===== src/ubu_pkg.sv =====
// Constants for one bridged serial channel: register map, fields, resets, timing.
// Assumes a 10 MHz core clock and a plain address/strobe register port.
// Notes on behaviour
// Bulk-out bytes enter a 128-byte transmit FIFO only after a good packet CRC.
// Next byte loads into the transmit shift register when idle or just finished.
// Frame: start, data LSB first, optional parity, then one or two stop bits.
// Character length is 7 or 8 bits with optional parity, or 9 without.
// Nine-bit characters without the two-byte format send bit eight as zero.
// Two-byte nine-bit transmit takes low byte then bit eight in next byte.
// Received characters go through a receive shift register into a 384-byte FIFO.
// Normal 7/8-bit receive stores only the data byte, errors dropped.
// Normal 9-bit receive stores the low eight bits, the rest dropped.
// Two-byte 7/8-bit receive stores data then status: parity, break, framing, overrun.
// Two-byte 9-bit receive stores low byte then status with bit eight in bit 0.
// Error status flags are sticky until read, set wins over clear.
// Bulk-in answers with a full 64-byte packet once 64 bytes are buffered.
// Fewer bytes are sent after more than three idle character times.
// Low-latency bit sends any buffered data at the next bulk-in request.
// Line-coding baud below 46921 sets low-latency mode automatically.
// Reset state: 9600 baud, 8 bits, no parity, one stop, no flow control.
// Six auxiliary pins, all inputs after reset.
// Auto handshake only when pin mode and flow mode both equal 001.
// Request output drops when the receive FIFO risks overrun, returns with room.
// Clear input pauses and resumes the transmitter; remote drives it.
// Channel and its FIFOs are enabled by a separate manager control.
// Request drops above a high threshold, returns below a low threshold.
// Clear inactive lets the current character finish, then holds new ones.
package ubu_pkg;
	localparam logic [3:0]  REG_LINE      = 4'h0;
	localparam logic [3:0]  REG_DIV_LO    = 4'h1;
	localparam logic [3:0]  REG_DIV_HI    = 4'h2;
	localparam logic [3:0]  REG_FLOW      = 4'h3;
	localparam logic [3:0]  REG_PINMODE   = 4'h4;
	localparam logic [3:0]  REG_WIDE      = 4'h5;
	localparam logic [3:0]  REG_LATENCY   = 4'h6;
	localparam logic [3:0]  REG_ERROR     = 4'h7;
	localparam logic [3:0]  REG_PINS      = 4'h8;
	localparam logic [3:0]  REG_BAUD_LO   = 4'h9;
	localparam logic [3:0]  REG_BAUD_MID  = 4'ha;
	localparam logic [3:0]  REG_BAUD_HI   = 4'hb;
	localparam logic [3:0]  REG_STATUS    = 4'hc;
	// Line register fields
	localparam int          LINE_LEN_LSB  = 0;
	localparam int          LINE_PAR_EN   = 2;
	localparam int          LINE_PAR_ODD  = 3;
	localparam int          LINE_STOP2    = 4;
	localparam logic [1:0]  LEN_7         = 2'h0;
	localparam logic [1:0]  LEN_8         = 2'h1;
	localparam logic [1:0]  LEN_9         = 2'h2;
	localparam logic [7:0]  LINE_RESET    = 8'h01;
	localparam logic [2:0]  AUTO_CODE     = 3'h1;
	localparam logic [2:0]  FLOW_RESET    = 3'h0;
	localparam logic [2:0]  PINMODE_RESET = 3'h0;
	localparam int          CLK_HZ        = 10000000;
	localparam int          BAUD_RESET    = 9600;
	localparam int          LOW_LAT_BAUD  = 46921;
	localparam logic [15:0] DIV_RESET     = 16'((CLK_HZ + BAUD_RESET / 2) / BAUD_RESET);
	// FIFO sizes and levels
	localparam int          TX_DEPTH      = 128;
	localparam int          RX_DEPTH      = 384;
	localparam logic [8:0]  PKT_SIZE      = 9'd64;
	localparam logic [8:0]  RTS_HIGH      = 9'd352;
	localparam logic [8:0]  RTS_LOW       = 9'd256;
	localparam logic [5:0]  IDLE_CHARS    = 6'd3;
	localparam int          ST_PAR        = 0;
	localparam int          ST_BRK        = 1;
	localparam int          ST_FRM        = 2;
	localparam int          ST_OVR        = 3;
	typedef enum logic [2:0] {TX_IDLE, TX_START, TX_DATA, TX_PAR, TX_STOP} ubu_tx_t;
	typedef enum logic [2:0] {RX_IDLE, RX_START, RX_DATA, RX_PAR, RX_STOP, RX_PUSH2} ubu_rx_t;
endpackage


===== src/ubu_channel.sv =====
// One bridged serial channel: transmit and receive FIFOs, framing, bulk-in pacing, auto handshake.
// Assumes all inputs synchronous to CLOCK; USB engine presents bytes with valid/ready.
//
// Chosen here: strobed register access and the register addresses.
`timescale 1ns/100ps
module ubu_channel (
	input  wire logic       CLOCK,
	input  wire logic       RESET,
	input  wire logic       CHAN_ENABLE,
	input  wire logic [3:0] REG_ADDR,
	input  wire logic [7:0] REG_WDATA,
	input  wire logic       REG_WRITE,
	input  wire logic       REG_READ,
	output logic      [7:0] REG_RDATA,
	input  wire logic [7:0] OUT_DATA,
	input  wire logic       OUT_VALID,
	input  wire logic       OUT_CRC_OK,
	output logic            OUT_READY,
	input  wire logic       IN_REQUEST,
	output logic            IN_ACK,
	output logic            IN_NAK,
	output logic      [6:0] IN_COUNT,
	input  wire logic       IN_POP,
	output logic      [7:0] IN_DATA,
	output logic            TX_PIN,
	input  wire logic       RX_PIN,
	input  wire logic [5:0] AUX_IN,
	output logic      [5:0] AUX_OUT,
	output logic      [5:0] AUX_OE
);
	////////////////////////////////////////////////////////////////////////////////
	// Registers
	logic [7:0]  line_r;
	logic [15:0] div_r;
	logic [2:0]  flow_r;
	logic [2:0]  pinmode_r;
	logic        wide_r;
	logic        lowlat_r;
	logic [3:0]  err_r;
	logic [23:0] baud_r;
	logic [7:0]  rdata_r;
	logic [1:0]  len;
	logic        par_en;
	logic        auto_hs;
	logic        cts_ok;
	logic [3:0]  err_set;
	logic        err_clr;
	logic        wr_baud;

	assign len     = line_r[ubu_pkg::LINE_LEN_LSB +: 2];
	assign par_en  = line_r[ubu_pkg::LINE_PAR_EN] && (len != ubu_pkg::LEN_9);
	assign auto_hs = (pinmode_r == ubu_pkg::AUTO_CODE) && (flow_r == ubu_pkg::AUTO_CODE);
	assign cts_ok  = !auto_hs || !AUX_IN[4];
	assign err_clr = REG_READ && (REG_ADDR == ubu_pkg::REG_ERROR);
	assign wr_baud = REG_WRITE && (REG_ADDR == ubu_pkg::REG_BAUD_HI);

	always_ff @(posedge CLOCK) begin
		if (RESET) begin
			line_r    <= ubu_pkg::LINE_RESET;
			div_r     <= ubu_pkg::DIV_RESET;
			flow_r    <= ubu_pkg::FLOW_RESET;
			pinmode_r <= ubu_pkg::PINMODE_RESET;
			wide_r    <= 1'b0;
			lowlat_r  <= 1'b0;
			baud_r    <= 24'h000000;
		end else if (REG_WRITE) begin
			case (REG_ADDR)
				ubu_pkg::REG_LINE:     line_r <= REG_WDATA;
				ubu_pkg::REG_DIV_LO:   div_r[7:0] <= REG_WDATA;
				ubu_pkg::REG_DIV_HI:   div_r[15:8] <= REG_WDATA;
				ubu_pkg::REG_FLOW:     flow_r <= REG_WDATA[2:0];
				ubu_pkg::REG_PINMODE:  pinmode_r <= REG_WDATA[2:0];
				ubu_pkg::REG_WIDE:     wide_r <= REG_WDATA[0];
				ubu_pkg::REG_LATENCY:  lowlat_r <= REG_WDATA[0];
				ubu_pkg::REG_BAUD_LO:  baud_r[7:0] <= REG_WDATA;
				ubu_pkg::REG_BAUD_MID: baud_r[15:8] <= REG_WDATA;
				ubu_pkg::REG_BAUD_HI: begin
					baud_r[23:16] <= REG_WDATA;
					if (wr_baud && ({REG_WDATA, baud_r[15:0]} < 24'(ubu_pkg::LOW_LAT_BAUD)))
						lowlat_r <= 1'b1;
				end
				default: ;
			endcase
		end
	end

	always_ff @(posedge CLOCK) begin
		if (RESET)
			err_r <= 4'h0;
		else
			err_r <= (err_clr ? 4'h0 : err_r) | err_set;
	end

	////////////////////////////////////////////////////////////////////////////////
	// Transmit FIFO
	logic [7:0] txq [ubu_pkg::TX_DEPTH];
	logic [6:0] txw_r, txr_r;
	logic [7:0] txn_r;
	logic       tx_push, tx_pop, tx_full, tx_empty;

	assign tx_full   = (txn_r == 8'(ubu_pkg::TX_DEPTH));
	assign tx_empty  = (txn_r == 8'h00);
	assign OUT_READY = CHAN_ENABLE && !tx_full;
	assign tx_push   = OUT_VALID && OUT_CRC_OK && OUT_READY;

	always_ff @(posedge CLOCK) begin
		if (RESET || !CHAN_ENABLE) begin
			txw_r <= 7'h00;
			txr_r <= 7'h00;
			txn_r <= 8'h00;
		end else begin
			if (tx_push) txq[txw_r] <= OUT_DATA;
			txw_r <= txw_r + 7'(tx_push);
			txr_r <= txr_r + 7'(tx_pop);
			txn_r <= txn_r + 8'(tx_push) - 8'(tx_pop);
		end
	end

	////////////////////////////////////////////////////////////////////////////////
	// Transmitter
	ubu_pkg::ubu_tx_t tx_st_r;
	logic [15:0] txc_r;
	logic [3:0]  txb_r;
	logic [8:0]  tsr_r;
	logic        txo_r, txpar_r, txhalf_r, tx_tick, tx_wide9, tx_ready2;
	logic [3:0]  nbits;

	assign nbits     = (len == ubu_pkg::LEN_7) ? 4'd7 : (len == ubu_pkg::LEN_8) ? 4'd8 : 4'd9;
	assign tx_tick   = (txc_r == 16'h0000);
	assign tx_wide9  = wide_r && (len == ubu_pkg::LEN_9);
	assign tx_ready2 = !tx_wide9 || (txn_r >= 8'd2);
	assign tx_pop    = (tx_st_r == ubu_pkg::TX_IDLE) && !tx_empty && tx_ready2 && cts_ok && CHAN_ENABLE
	                   || txhalf_r;  // see
	assign TX_PIN    = txo_r;

	always_ff @(posedge CLOCK) begin
		if (RESET || !CHAN_ENABLE) begin
			tx_st_r  <= ubu_pkg::TX_IDLE;
			txc_r    <= 16'h0000;
			txb_r    <= 4'h0;
			tsr_r    <= 9'h000;
			txo_r    <= 1'b1;
			txpar_r  <= 1'b0;
			txhalf_r <= 1'b0;
		end else begin
			txhalf_r <= 1'b0;
			txc_r    <= tx_tick ? div_r - 16'h0001 : txc_r - 16'h0001;
			case (tx_st_r)
				ubu_pkg::TX_IDLE: begin
					txo_r <= 1'b1;
					if (tx_pop) begin
						tsr_r    <= {1'b0, txq[txr_r]};
						txhalf_r <= tx_wide9;
						txpar_r  <= line_r[ubu_pkg::LINE_PAR_ODD];
						txc_r    <= div_r - 16'h0001;
						txo_r    <= 1'b0;
						txb_r    <= 4'h0;
						tx_st_r  <= ubu_pkg::TX_START;
					end
				end
				ubu_pkg::TX_START: begin
					if (txhalf_r) tsr_r[8] <= txq[txr_r][0];
					if (tx_tick) begin
						txo_r   <= tsr_r[0];
						txpar_r <= txpar_r ^ tsr_r[0];
						tsr_r   <= tsr_r >> 1;
						tx_st_r <= ubu_pkg::TX_DATA;
					end
				end
				ubu_pkg::TX_DATA: if (tx_tick) begin
					txb_r <= txb_r + 4'h1;
					if (txb_r + 4'h1 == nbits) begin
						txo_r   <= par_en ? txpar_r : 1'b1;
						tx_st_r <= par_en ? ubu_pkg::TX_PAR : ubu_pkg::TX_STOP;
						txb_r   <= 4'h0;
					end else begin
						txo_r   <= tsr_r[0];
						txpar_r <= txpar_r ^ tsr_r[0];
						tsr_r   <= tsr_r >> 1;
					end
				end
				ubu_pkg::TX_PAR: if (tx_tick) begin
					txo_r   <= 1'b1;
					tx_st_r <= ubu_pkg::TX_STOP;
				end
				ubu_pkg::TX_STOP: if (tx_tick) begin
					txb_r <= txb_r + 4'h1;
					if (!line_r[ubu_pkg::LINE_STOP2] || txb_r == 4'h1)
						tx_st_r <= ubu_pkg::TX_IDLE;
				end
				default: tx_st_r <= ubu_pkg::TX_IDLE;
			endcase
		end
	end

	////////////////////////////////////////////////////////////////////////////////
	// Receive FIFO
	logic [7:0] rxq [ubu_pkg::RX_DEPTH];
	logic [8:0] rxw_r, rxr_r, rxn_r;
	logic       rx_push, rx_full;
	logic [7:0] rx_pdata;
	logic       rx_take;

	assign rx_full = (rxn_r == 9'(ubu_pkg::RX_DEPTH));
	assign rx_take = IN_POP && (rxn_r != 9'h000);

	always_ff @(posedge CLOCK) begin
		if (RESET || !CHAN_ENABLE) begin
			rxw_r <= 9'h000;
			rxr_r <= 9'h000;
			rxn_r <= 9'h000;
		end else begin
			if (rx_push && !rx_full) rxq[rxw_r] <= rx_pdata;
			if (rx_push && !rx_full)
				rxw_r <= (rxw_r == 9'(ubu_pkg::RX_DEPTH - 1)) ? 9'h000 : rxw_r + 9'h001;
			if (rx_take)
				rxr_r <= (rxr_r == 9'(ubu_pkg::RX_DEPTH - 1)) ? 9'h000 : rxr_r + 9'h001;
			rxn_r <= rxn_r + 9'(rx_push && !rx_full) - 9'(rx_take);
		end
	end

	assign IN_DATA = rxq[rxr_r];

	////////////////////////////////////////////////////////////////////////////////
	// Receiver
	ubu_pkg::ubu_rx_t rx_st_r;
	logic [15:0] rxc_r;
	logic [3:0]  rxb_r;
	logic [8:0]  rsr_r;
	logic        rxpar_r, rxbrk_r;
	logic [7:0]  stat_r;
	logic        rx_tick, rx_wide, rx_done;
	logic [7:0]  rx_byte;
	logic [3:0]  flags;

	assign rx_tick = (rxc_r == 16'h0000);
	assign rx_wide = wide_r;
	assign rx_done = (rx_st_r == ubu_pkg::RX_STOP) && rx_tick;
	assign rx_byte = (len == ubu_pkg::LEN_9) ? rsr_r[7:0] : (len == ubu_pkg::LEN_8) ? rsr_r[8:1]
	                 : {1'b0, rsr_r[8:2]};
	assign flags[ubu_pkg::ST_PAR] = (len == ubu_pkg::LEN_9) ? rsr_r[8] : (par_en && rxpar_r);
	assign flags[ubu_pkg::ST_BRK] = rxbrk_r && !RX_PIN;
	assign flags[ubu_pkg::ST_FRM] = !RX_PIN;
	assign flags[ubu_pkg::ST_OVR] = rx_full;
	assign err_set  = rx_done ? {flags[3:1], par_en && rxpar_r} : 4'h0;
	assign rx_push  = rx_done || (rx_st_r == ubu_pkg::RX_PUSH2);  // see
	assign rx_pdata = (rx_st_r == ubu_pkg::RX_PUSH2) ? stat_r : rx_byte;

	always_ff @(posedge CLOCK) begin
		if (RESET || !CHAN_ENABLE) begin
			rx_st_r <= ubu_pkg::RX_IDLE;
			rxc_r   <= 16'h0000;
			rxb_r   <= 4'h0;
			rsr_r   <= 9'h000;
			rxpar_r <= 1'b0;
			rxbrk_r <= 1'b0;
			stat_r  <= 8'h00;
		end else begin
			rxc_r <= rx_tick ? div_r - 16'h0001 : rxc_r - 16'h0001;
			case (rx_st_r)
				ubu_pkg::RX_IDLE: if (!RX_PIN) begin
					rxc_r   <= {1'b0, div_r[15:1]};
					rx_st_r <= ubu_pkg::RX_START;
				end
				ubu_pkg::RX_START: if (rx_tick) begin
					rx_st_r <= RX_PIN ? ubu_pkg::RX_IDLE : ubu_pkg::RX_DATA;
					rxb_r   <= 4'h0;
					rxpar_r <= line_r[ubu_pkg::LINE_PAR_ODD];
					rxbrk_r <= 1'b1;
				end
				ubu_pkg::RX_DATA: if (rx_tick) begin
					rsr_r   <= {RX_PIN, rsr_r[8:1]};
					rxpar_r <= rxpar_r ^ RX_PIN;
					rxbrk_r <= rxbrk_r && !RX_PIN;
					rxb_r   <= rxb_r + 4'h1;
					if (rxb_r + 4'h1 == nbits)
						rx_st_r <= par_en ? ubu_pkg::RX_PAR : ubu_pkg::RX_STOP;
				end
				ubu_pkg::RX_PAR: if (rx_tick) begin
					rxpar_r <= rxpar_r ^ RX_PIN;
					rxbrk_r <= rxbrk_r && !RX_PIN;
					rx_st_r <= ubu_pkg::RX_STOP;
				end
				ubu_pkg::RX_STOP: if (rx_tick) begin
					stat_r  <= {4'h0, flags};
					rx_st_r <= rx_wide ? ubu_pkg::RX_PUSH2 : ubu_pkg::RX_IDLE;
				end
				ubu_pkg::RX_PUSH2: rx_st_r <= ubu_pkg::RX_IDLE;
				default: rx_st_r <= ubu_pkg::RX_IDLE;
			endcase
		end
	end

	////////////////////////////////////////////////////////////////////////////////
	// Bulk-in pacing
	logic [15:0] idc_r;
	logic [5:0]  idb_r;
	logic [5:0]  chbits;
	logic        idle_long, pkt_full;

	assign chbits    = 6'(nbits) + 6'(par_en) + 6'(line_r[ubu_pkg::LINE_STOP2]) + 6'd2;
	assign idle_long = (idb_r > chbits * ubu_pkg::IDLE_CHARS);
	assign pkt_full  = (rxn_r >= ubu_pkg::PKT_SIZE);
	assign IN_ACK    = IN_REQUEST && (rxn_r != 9'h000) && (pkt_full || lowlat_r || idle_long);  // see see
	assign IN_NAK    = IN_REQUEST && !IN_ACK;
	assign IN_COUNT  = pkt_full ? 7'(ubu_pkg::PKT_SIZE) : 7'(rxn_r);

	always_ff @(posedge CLOCK) begin
		if (RESET || rx_st_r != ubu_pkg::RX_IDLE) begin
			idc_r <= 16'h0000;
			idb_r <= 6'h00;
		end else if (idc_r == div_r) begin
			idc_r <= 16'h0000;
			if (idb_r != 6'h3f) idb_r <= idb_r + 6'h01;
		end else begin
			idc_r <= idc_r + 16'h0001;
		end
	end

	////////////////////////////////////////////////////////////////////////////////
	// Handshake pins
	logic rts_r;

	always_ff @(posedge CLOCK) begin
		if (RESET)
			rts_r <= 1'b1;
		else if (rxn_r >= ubu_pkg::RTS_HIGH)
			rts_r <= 1'b0;  // see
		else if (rxn_r < ubu_pkg::RTS_LOW)
			rts_r <= 1'b1;
	end

	assign AUX_OUT = {!(rts_r && auto_hs), 5'h00};
	assign AUX_OE  = {auto_hs, 5'h00};

	always_ff @(posedge CLOCK) begin
		if (RESET)
			rdata_r <= 8'h00;
		else if (REG_READ) begin
			case (REG_ADDR)
				ubu_pkg::REG_LINE:    rdata_r <= line_r;
				ubu_pkg::REG_DIV_LO:  rdata_r <= div_r[7:0];
				ubu_pkg::REG_DIV_HI:  rdata_r <= div_r[15:8];
				ubu_pkg::REG_FLOW:    rdata_r <= {5'h00, flow_r};
				ubu_pkg::REG_PINMODE: rdata_r <= {5'h00, pinmode_r};
				ubu_pkg::REG_WIDE:    rdata_r <= {7'h00, wide_r};
				ubu_pkg::REG_LATENCY: rdata_r <= {7'h00, lowlat_r};
				ubu_pkg::REG_ERROR:   rdata_r <= {4'h0, err_r | err_set};
				ubu_pkg::REG_PINS:    rdata_r <= {2'h0, AUX_IN};
				ubu_pkg::REG_STATUS:  rdata_r <= {6'h00, tx_st_r != ubu_pkg::TX_IDLE, rts_r};
				default:              rdata_r <= 8'h00;
			endcase
		end else
			rdata_r <= 8'h00;
	end

	assign REG_RDATA = rdata_r;

	////////////////////////////////////////////////////////////////////////////////
	// Checks
	hs_gate_a: assert property (@(posedge CLOCK) disable iff (RESET)
		!auto_hs |-> AUX_OE == 6'h00) else $error("aux pin driven without handshake");
	tx_hold_a: assert property (@(posedge CLOCK) disable iff (RESET)
		(auto_hs && AUX_IN[4] && tx_st_r == ubu_pkg::TX_IDLE) |=> tx_st_r == ubu_pkg::TX_IDLE)
		else $error("transmit started while clear inactive");
	ack_rule_a: assert property (@(posedge CLOCK) disable iff (RESET)
		(IN_REQUEST && pkt_full) |-> IN_ACK && IN_COUNT == 7'd64) else $error("full packet not sent");
	lowlat_a: assert property (@(posedge CLOCK) disable iff (RESET)
		(IN_REQUEST && lowlat_r && rxn_r != 9'h000) |-> IN_ACK) else $error("low latency not honoured");
	rts_drop_a: assert property (@(posedge CLOCK) disable iff (RESET)
		(rxn_r >= ubu_pkg::RTS_HIGH) |=> !rts_r) else $error("request not dropped");
	err_sticky_a: assert property (@(posedge CLOCK) disable iff (RESET)
		(err_r != 4'h0 && !err_clr) |=> (err_r & $past(err_r)) == $past(err_r)) else $error("error lost");
	start_bit_a: assert property (@(posedge CLOCK) disable iff (RESET)
		(tx_st_r == ubu_pkg::TX_IDLE && tx_pop) |=> !TX_PIN) else $error("no start bit");
	crc_gate_a: assert property (@(posedge CLOCK) disable iff (RESET)
		(OUT_VALID && !OUT_CRC_OK) |=> txn_r <= $past(txn_r)) else $error("bad packet stored");
endmodule


===== config.mk =====
export PLATFORM = sky130hd
export DESIGN_NAME = ubu_channel
export DESIGN_NICKNAME = d
export VERILOG_FILES = /design/src/ubu_pkg.sv /design/src/ubu_channel.sv
export SDC_FILE = /design/constraint.sdc
export NUM_CORES = 2
export LEC_CHECK = 0
export BUFFER_PORTS_ARGS = -buffer_cell sky130_fd_sc_hd__buf_4
export CORE_ASPECT_RATIO = 1.4
export CORE_UTILIZATION = 30
export DETAILED_ROUTE_END_ITERATION = 10
export HOLD_SLACK_MARGIN = 0.02
export REMOVE_ABC_BUFFERS = 1
export SYNTH_ARGS = -nofsm -noshare
export SYNTH_HDL_FRONTEND = slang
export SYNTH_SLANG_ARGS = --single-unit

===== constraint.sdc =====
create_clock -name CLOCK -period 23.2 [get_ports CLOCK]
set_input_delay 6.96 -clock CLOCK [delete_from_list [all_inputs] [get_ports CLOCK]]
set_output_delay 6.96 -clock CLOCK [all_outputs]
set_load 0.1 [all_outputs]

==> results.md <==
Run status:
- The flow ran to the end, and the final reports show no timing, DRC or antenna violations.

Die:
- 75 I/O pins were placed.
- The die covers 0.571 mm2.
- The floorplan step set the die width to 639 um.
- The floorplan has 327 rows.
- The floorplan step set the die height to 894 um.
- The core area is 0.566 mm2.
- The starting utilization of the core area is 30.1%.

Routing:
- For this block, the routed nets add up to 434000 um of wire.
- After detailed routing, the number of vias per cell comes to 5.04.
- The number of design rule violations left after detail routing is 0.
- After the first detailed-routing iteration, the DRC count stood at 7810.
- Once detail routing completed, the nets flagged for antenna violations numbered 0.
- The pre-antenna-repair detailed-routing pass consisted of 5 iterations.
- The average wire per standard cell is ~26 um.
- For this block, the via count after detailed routing is 83.7k.

GRT:
- The initial antenna violation count is 14.
- The first global-routing pass estimated 628000 um of wire.
- For this run the aggregate overflow at the end of global routing stands at 0.
- For this run, the total global-route usage over all layers was measured as 14.8%.
- The largest net degree at the start of global routing is 228.
- The number of global-route vias before repair is 88.5k.

Synthesis:
- Dividing the synthesized area by the synthesized cell count gives a little under 20 um2.
- The share of the yosys chip area belonging to registers is 74.7%.
- In this run, synthesis produced a sequential element count of 4310.
- The number of instances in the synthesized netlist is 8575.
- The total number of yosys warnings is 0.
- In this run, distinct cell masters in the synthesized netlist total 96.
- The number of enable-type register cells in the synthesized netlist is ~4.1k.
- Of all flip-flops after synthesis, the portion carrying an async set or reset was 0%.
- The most used flip-flop cell after synthesis is edfxtp_1.
- The synthesized area is 0.170 mm2.

Layout:
- The area growth from synthesis to layout is 13.1%.
- The number of nets in the finished design is about 8.8k.
- The finished layout holds 16.6k standard cells, fillers aside.
- The total of fill cells in the finished design is 52.6k.
- Cells with a size suffix above 1 make up between 20% and 30% of the layout.

Placement:
- The total placed cells including tap cells is 15.9k.
- Input and output buffers added on the ports amount to 64.
- The placer congestion estimate is 0.835.
- Before CTS, the worst setup slack after placement is 8460 ps.
- The post-DP HPWL is 269000 um.

Worst setup path:
- The critical path class is in2out.
- The required time at the worst-slack endpoint is 16240 ps.
- The category of the worst setup path launch point is a primary input.
- For the worst setup path, the data arrival time is roughly 7800 ps.
- The critical path capture point type is an output pin.
- In this run the worst path has a maximum fanout of 4.

Clock network:
- In this run the deepest clock path goes through 4 buffers.
- The register clock-pin slew on the reported worst setup and hold paths is 70 ps.
- The number of levels the H-tree was split into is 5.
- The number of hold buffers added after CTS was 0.
- Gates resized during post-CTS repair numbered 0.
- For this design, the sink count on the clock tree is 4310.
- The number of buffers added for setup after CTS is 0.
- The cell at the root of the clock tree is clkbuf_16.
- The later-pin clock latency in the skew report is 1010 ps.
- The TritonCTS clock tree is built.
- Counting the buffers created by CTS gives 412.

Pwr:
- The total power after layout is between 15 and 20 mW.
- Power spread over the standard cell area amounts to 87.0 mW/mm2.
- Summed over all cells, the static leakage comes to roughly 56 nW.
- The worst supply voltage drop on vdd is 64.4 uV.

STA:
- Between clock sinks in the finished design, the worst skew comes to 72.0 ps.
- The normalized max-slew margin is 11.8%.
- Summed over all failing endpoints, the final setup total negative slack is 0 ps.
- The tightest hold margin is 460 ps.
- For the pin with the worst max-slew slack, the measured transition is 1320 ps.
- The number of failing hold endpoints at the final stage was 0.
- The post-layout minimum cycle time is 14720 ps.
- The final max-slew violation count was 0.
- Once routing completed, OpenROAD measured the worst setup slack at 8480 ps.
- For this run, the top clock speed supported by timing is 67.9 MHz.
- Setup repair after global routing left no endpoint under its margin.
- In the finished design, the share of the clock period the worst path needs comes to 63.5%.
- The total setup violations reported at the end of the flow is 0.

Flow run:
- The max-capacitance violation count is 0.

Min path:
- The type of the most critical hold path is reg2reg.
## state kept, by name (all words and copies together) (netlist names), 9 cells and up, named ones only
signal	count
rxn_r	9
txq	1024
txc_r	16
rxw_r	9
rsr_r	9
rxc_r	16
rxr_r	9
baud_r	16
idc_r	16
rxq	3072
tsr_r	9
div_r	16
## Yosys cell counts, drive strengths merged (34+ instances only)
cell / n / area (um2)
a211oi: 49 / 368
a21oi: 157 / 786
a22oi: 124 / 931
and2: 34 / 213
buf: 301 / 1920
clkbuf: 216 / 811
dfxtp: 214 / 4280
edfxtp: 4096 / 123000
ha: 56 / 701
inv: 61 / 229
mux2i: 229 / 2290
mux4: 1075 / 24200
nand2: 285 / 1090
nand3: 146 / 843
nand4: 36 / 225
nor2: 737 / 2770
nor2b: 64 / 400
nor3: 62 / 342
o21ai: 56 / 280
o22ai: 37 / 231
xnor2: 50 / 438
xor2: 51 / 447
## power breakdown
| part | switching [mW] | internal [mW] |
|---|---|---|
| Sequential | 0.0524 | 8.47 |
| Combinational | 0.813 | 0.643 |
| Clock | 2.97 | 3.82 |
| Total | 3.84 | 12.9 |
## per-stage QoR
| step | instance area [um2] | utilization, % |
|---|---|---|
| after floorplan | 168000 | - |
| after global placement | 179000 | 31.7 |
| after detailed placement | 179000 | 31.7 |
| after CTS | 193000 | 34.0 |
| after global routing | 193000 | 34.0 |
| final | 193000 | 34.0 |
## worst max-delay path: stages
cell	delay, ps
buf_4	170
a21boi_0	280
buf_4	350
## kinds of logic after synthesis
group | after synthesis | synth area share (%)
AOI/OAI and AO/OA | 679 | 2.78
muxes | 1318 | 15.7
buffers and inverters | 579 | 1.74
xor gates and xnor gates | 101 | 0.519
and+or+nand+nor | 1527 | 4.13
adders and majority gates | 60 | 0.458
DFF | 4310 | 74.7
other | 1 | 0.00220
## metal layers
layer  vias up  global-route usage (%)  share of wire, %
met1     44588                    16.6                36
met4         2                    6.82               5.1
met5         -                       0            0.0025
met3       836                    2.15               5.2
met2      2897                    27.6                54
li1      35331                       -                 -
## worst paths after layout
kind | startpoint | endpoint | slack, ps | cells after the start
setup / recovery | CHAN_ENABLE | OUT_READY | 8480 | 3
hold / removal | rsr_r[0]$_SDFFE_PP0P_ | rsr_r[0]$_SDFFE_PP0P_ | 460 | 2
hold reg to reg | rsr_r[0]$_SDFFE_PP0P_ | rsr_r[0]$_SDFFE_PP0P_ | 460 | 2
setup reg to reg | rx_st_r[1]$_SDFFE_PP0P_ | rxq[97][7]$_DFFE_PP_ | 17620 | 7
## final cells by class
cell class | instances | area, um2 | area share (%)
antenna | 5 | 12.5 | 0.00649
timing repair buffer | 218 | 1760 | 0.914
inverter | 62 | 241 | 0.125
multi-input combinational | 3695 | 40300 | 20.9
clock inverter | 247 | 2690 | 1.40
tap | 7567 | 9470 | 4.91
sequential | 4310 | 127000 | 66.1
clock buffer | 509 | 10800 | 5.62
## placed cells by master (no fill, tap or decap), drive strengths merged, types with 34 or more instances in the layout
cell / count
mux4: 1075
xor2: 51
dfxtp: 214
and2: 34
bufinv: 43
a22oi: 124
nor2b: 64
a21oi: 157
inv: 77
o21ai: 56
xnor2: 50
a211oi: 49
nand3: 146
nor2: 737
buf: 218
clkinv: 175
mux2i: 229
clkbuf: 509
o22ai: 37
nand4: 36
ha: 56
edfxtp: 4096
nand2: 285
nor3: 62
(Power assumes the default switching activity.)
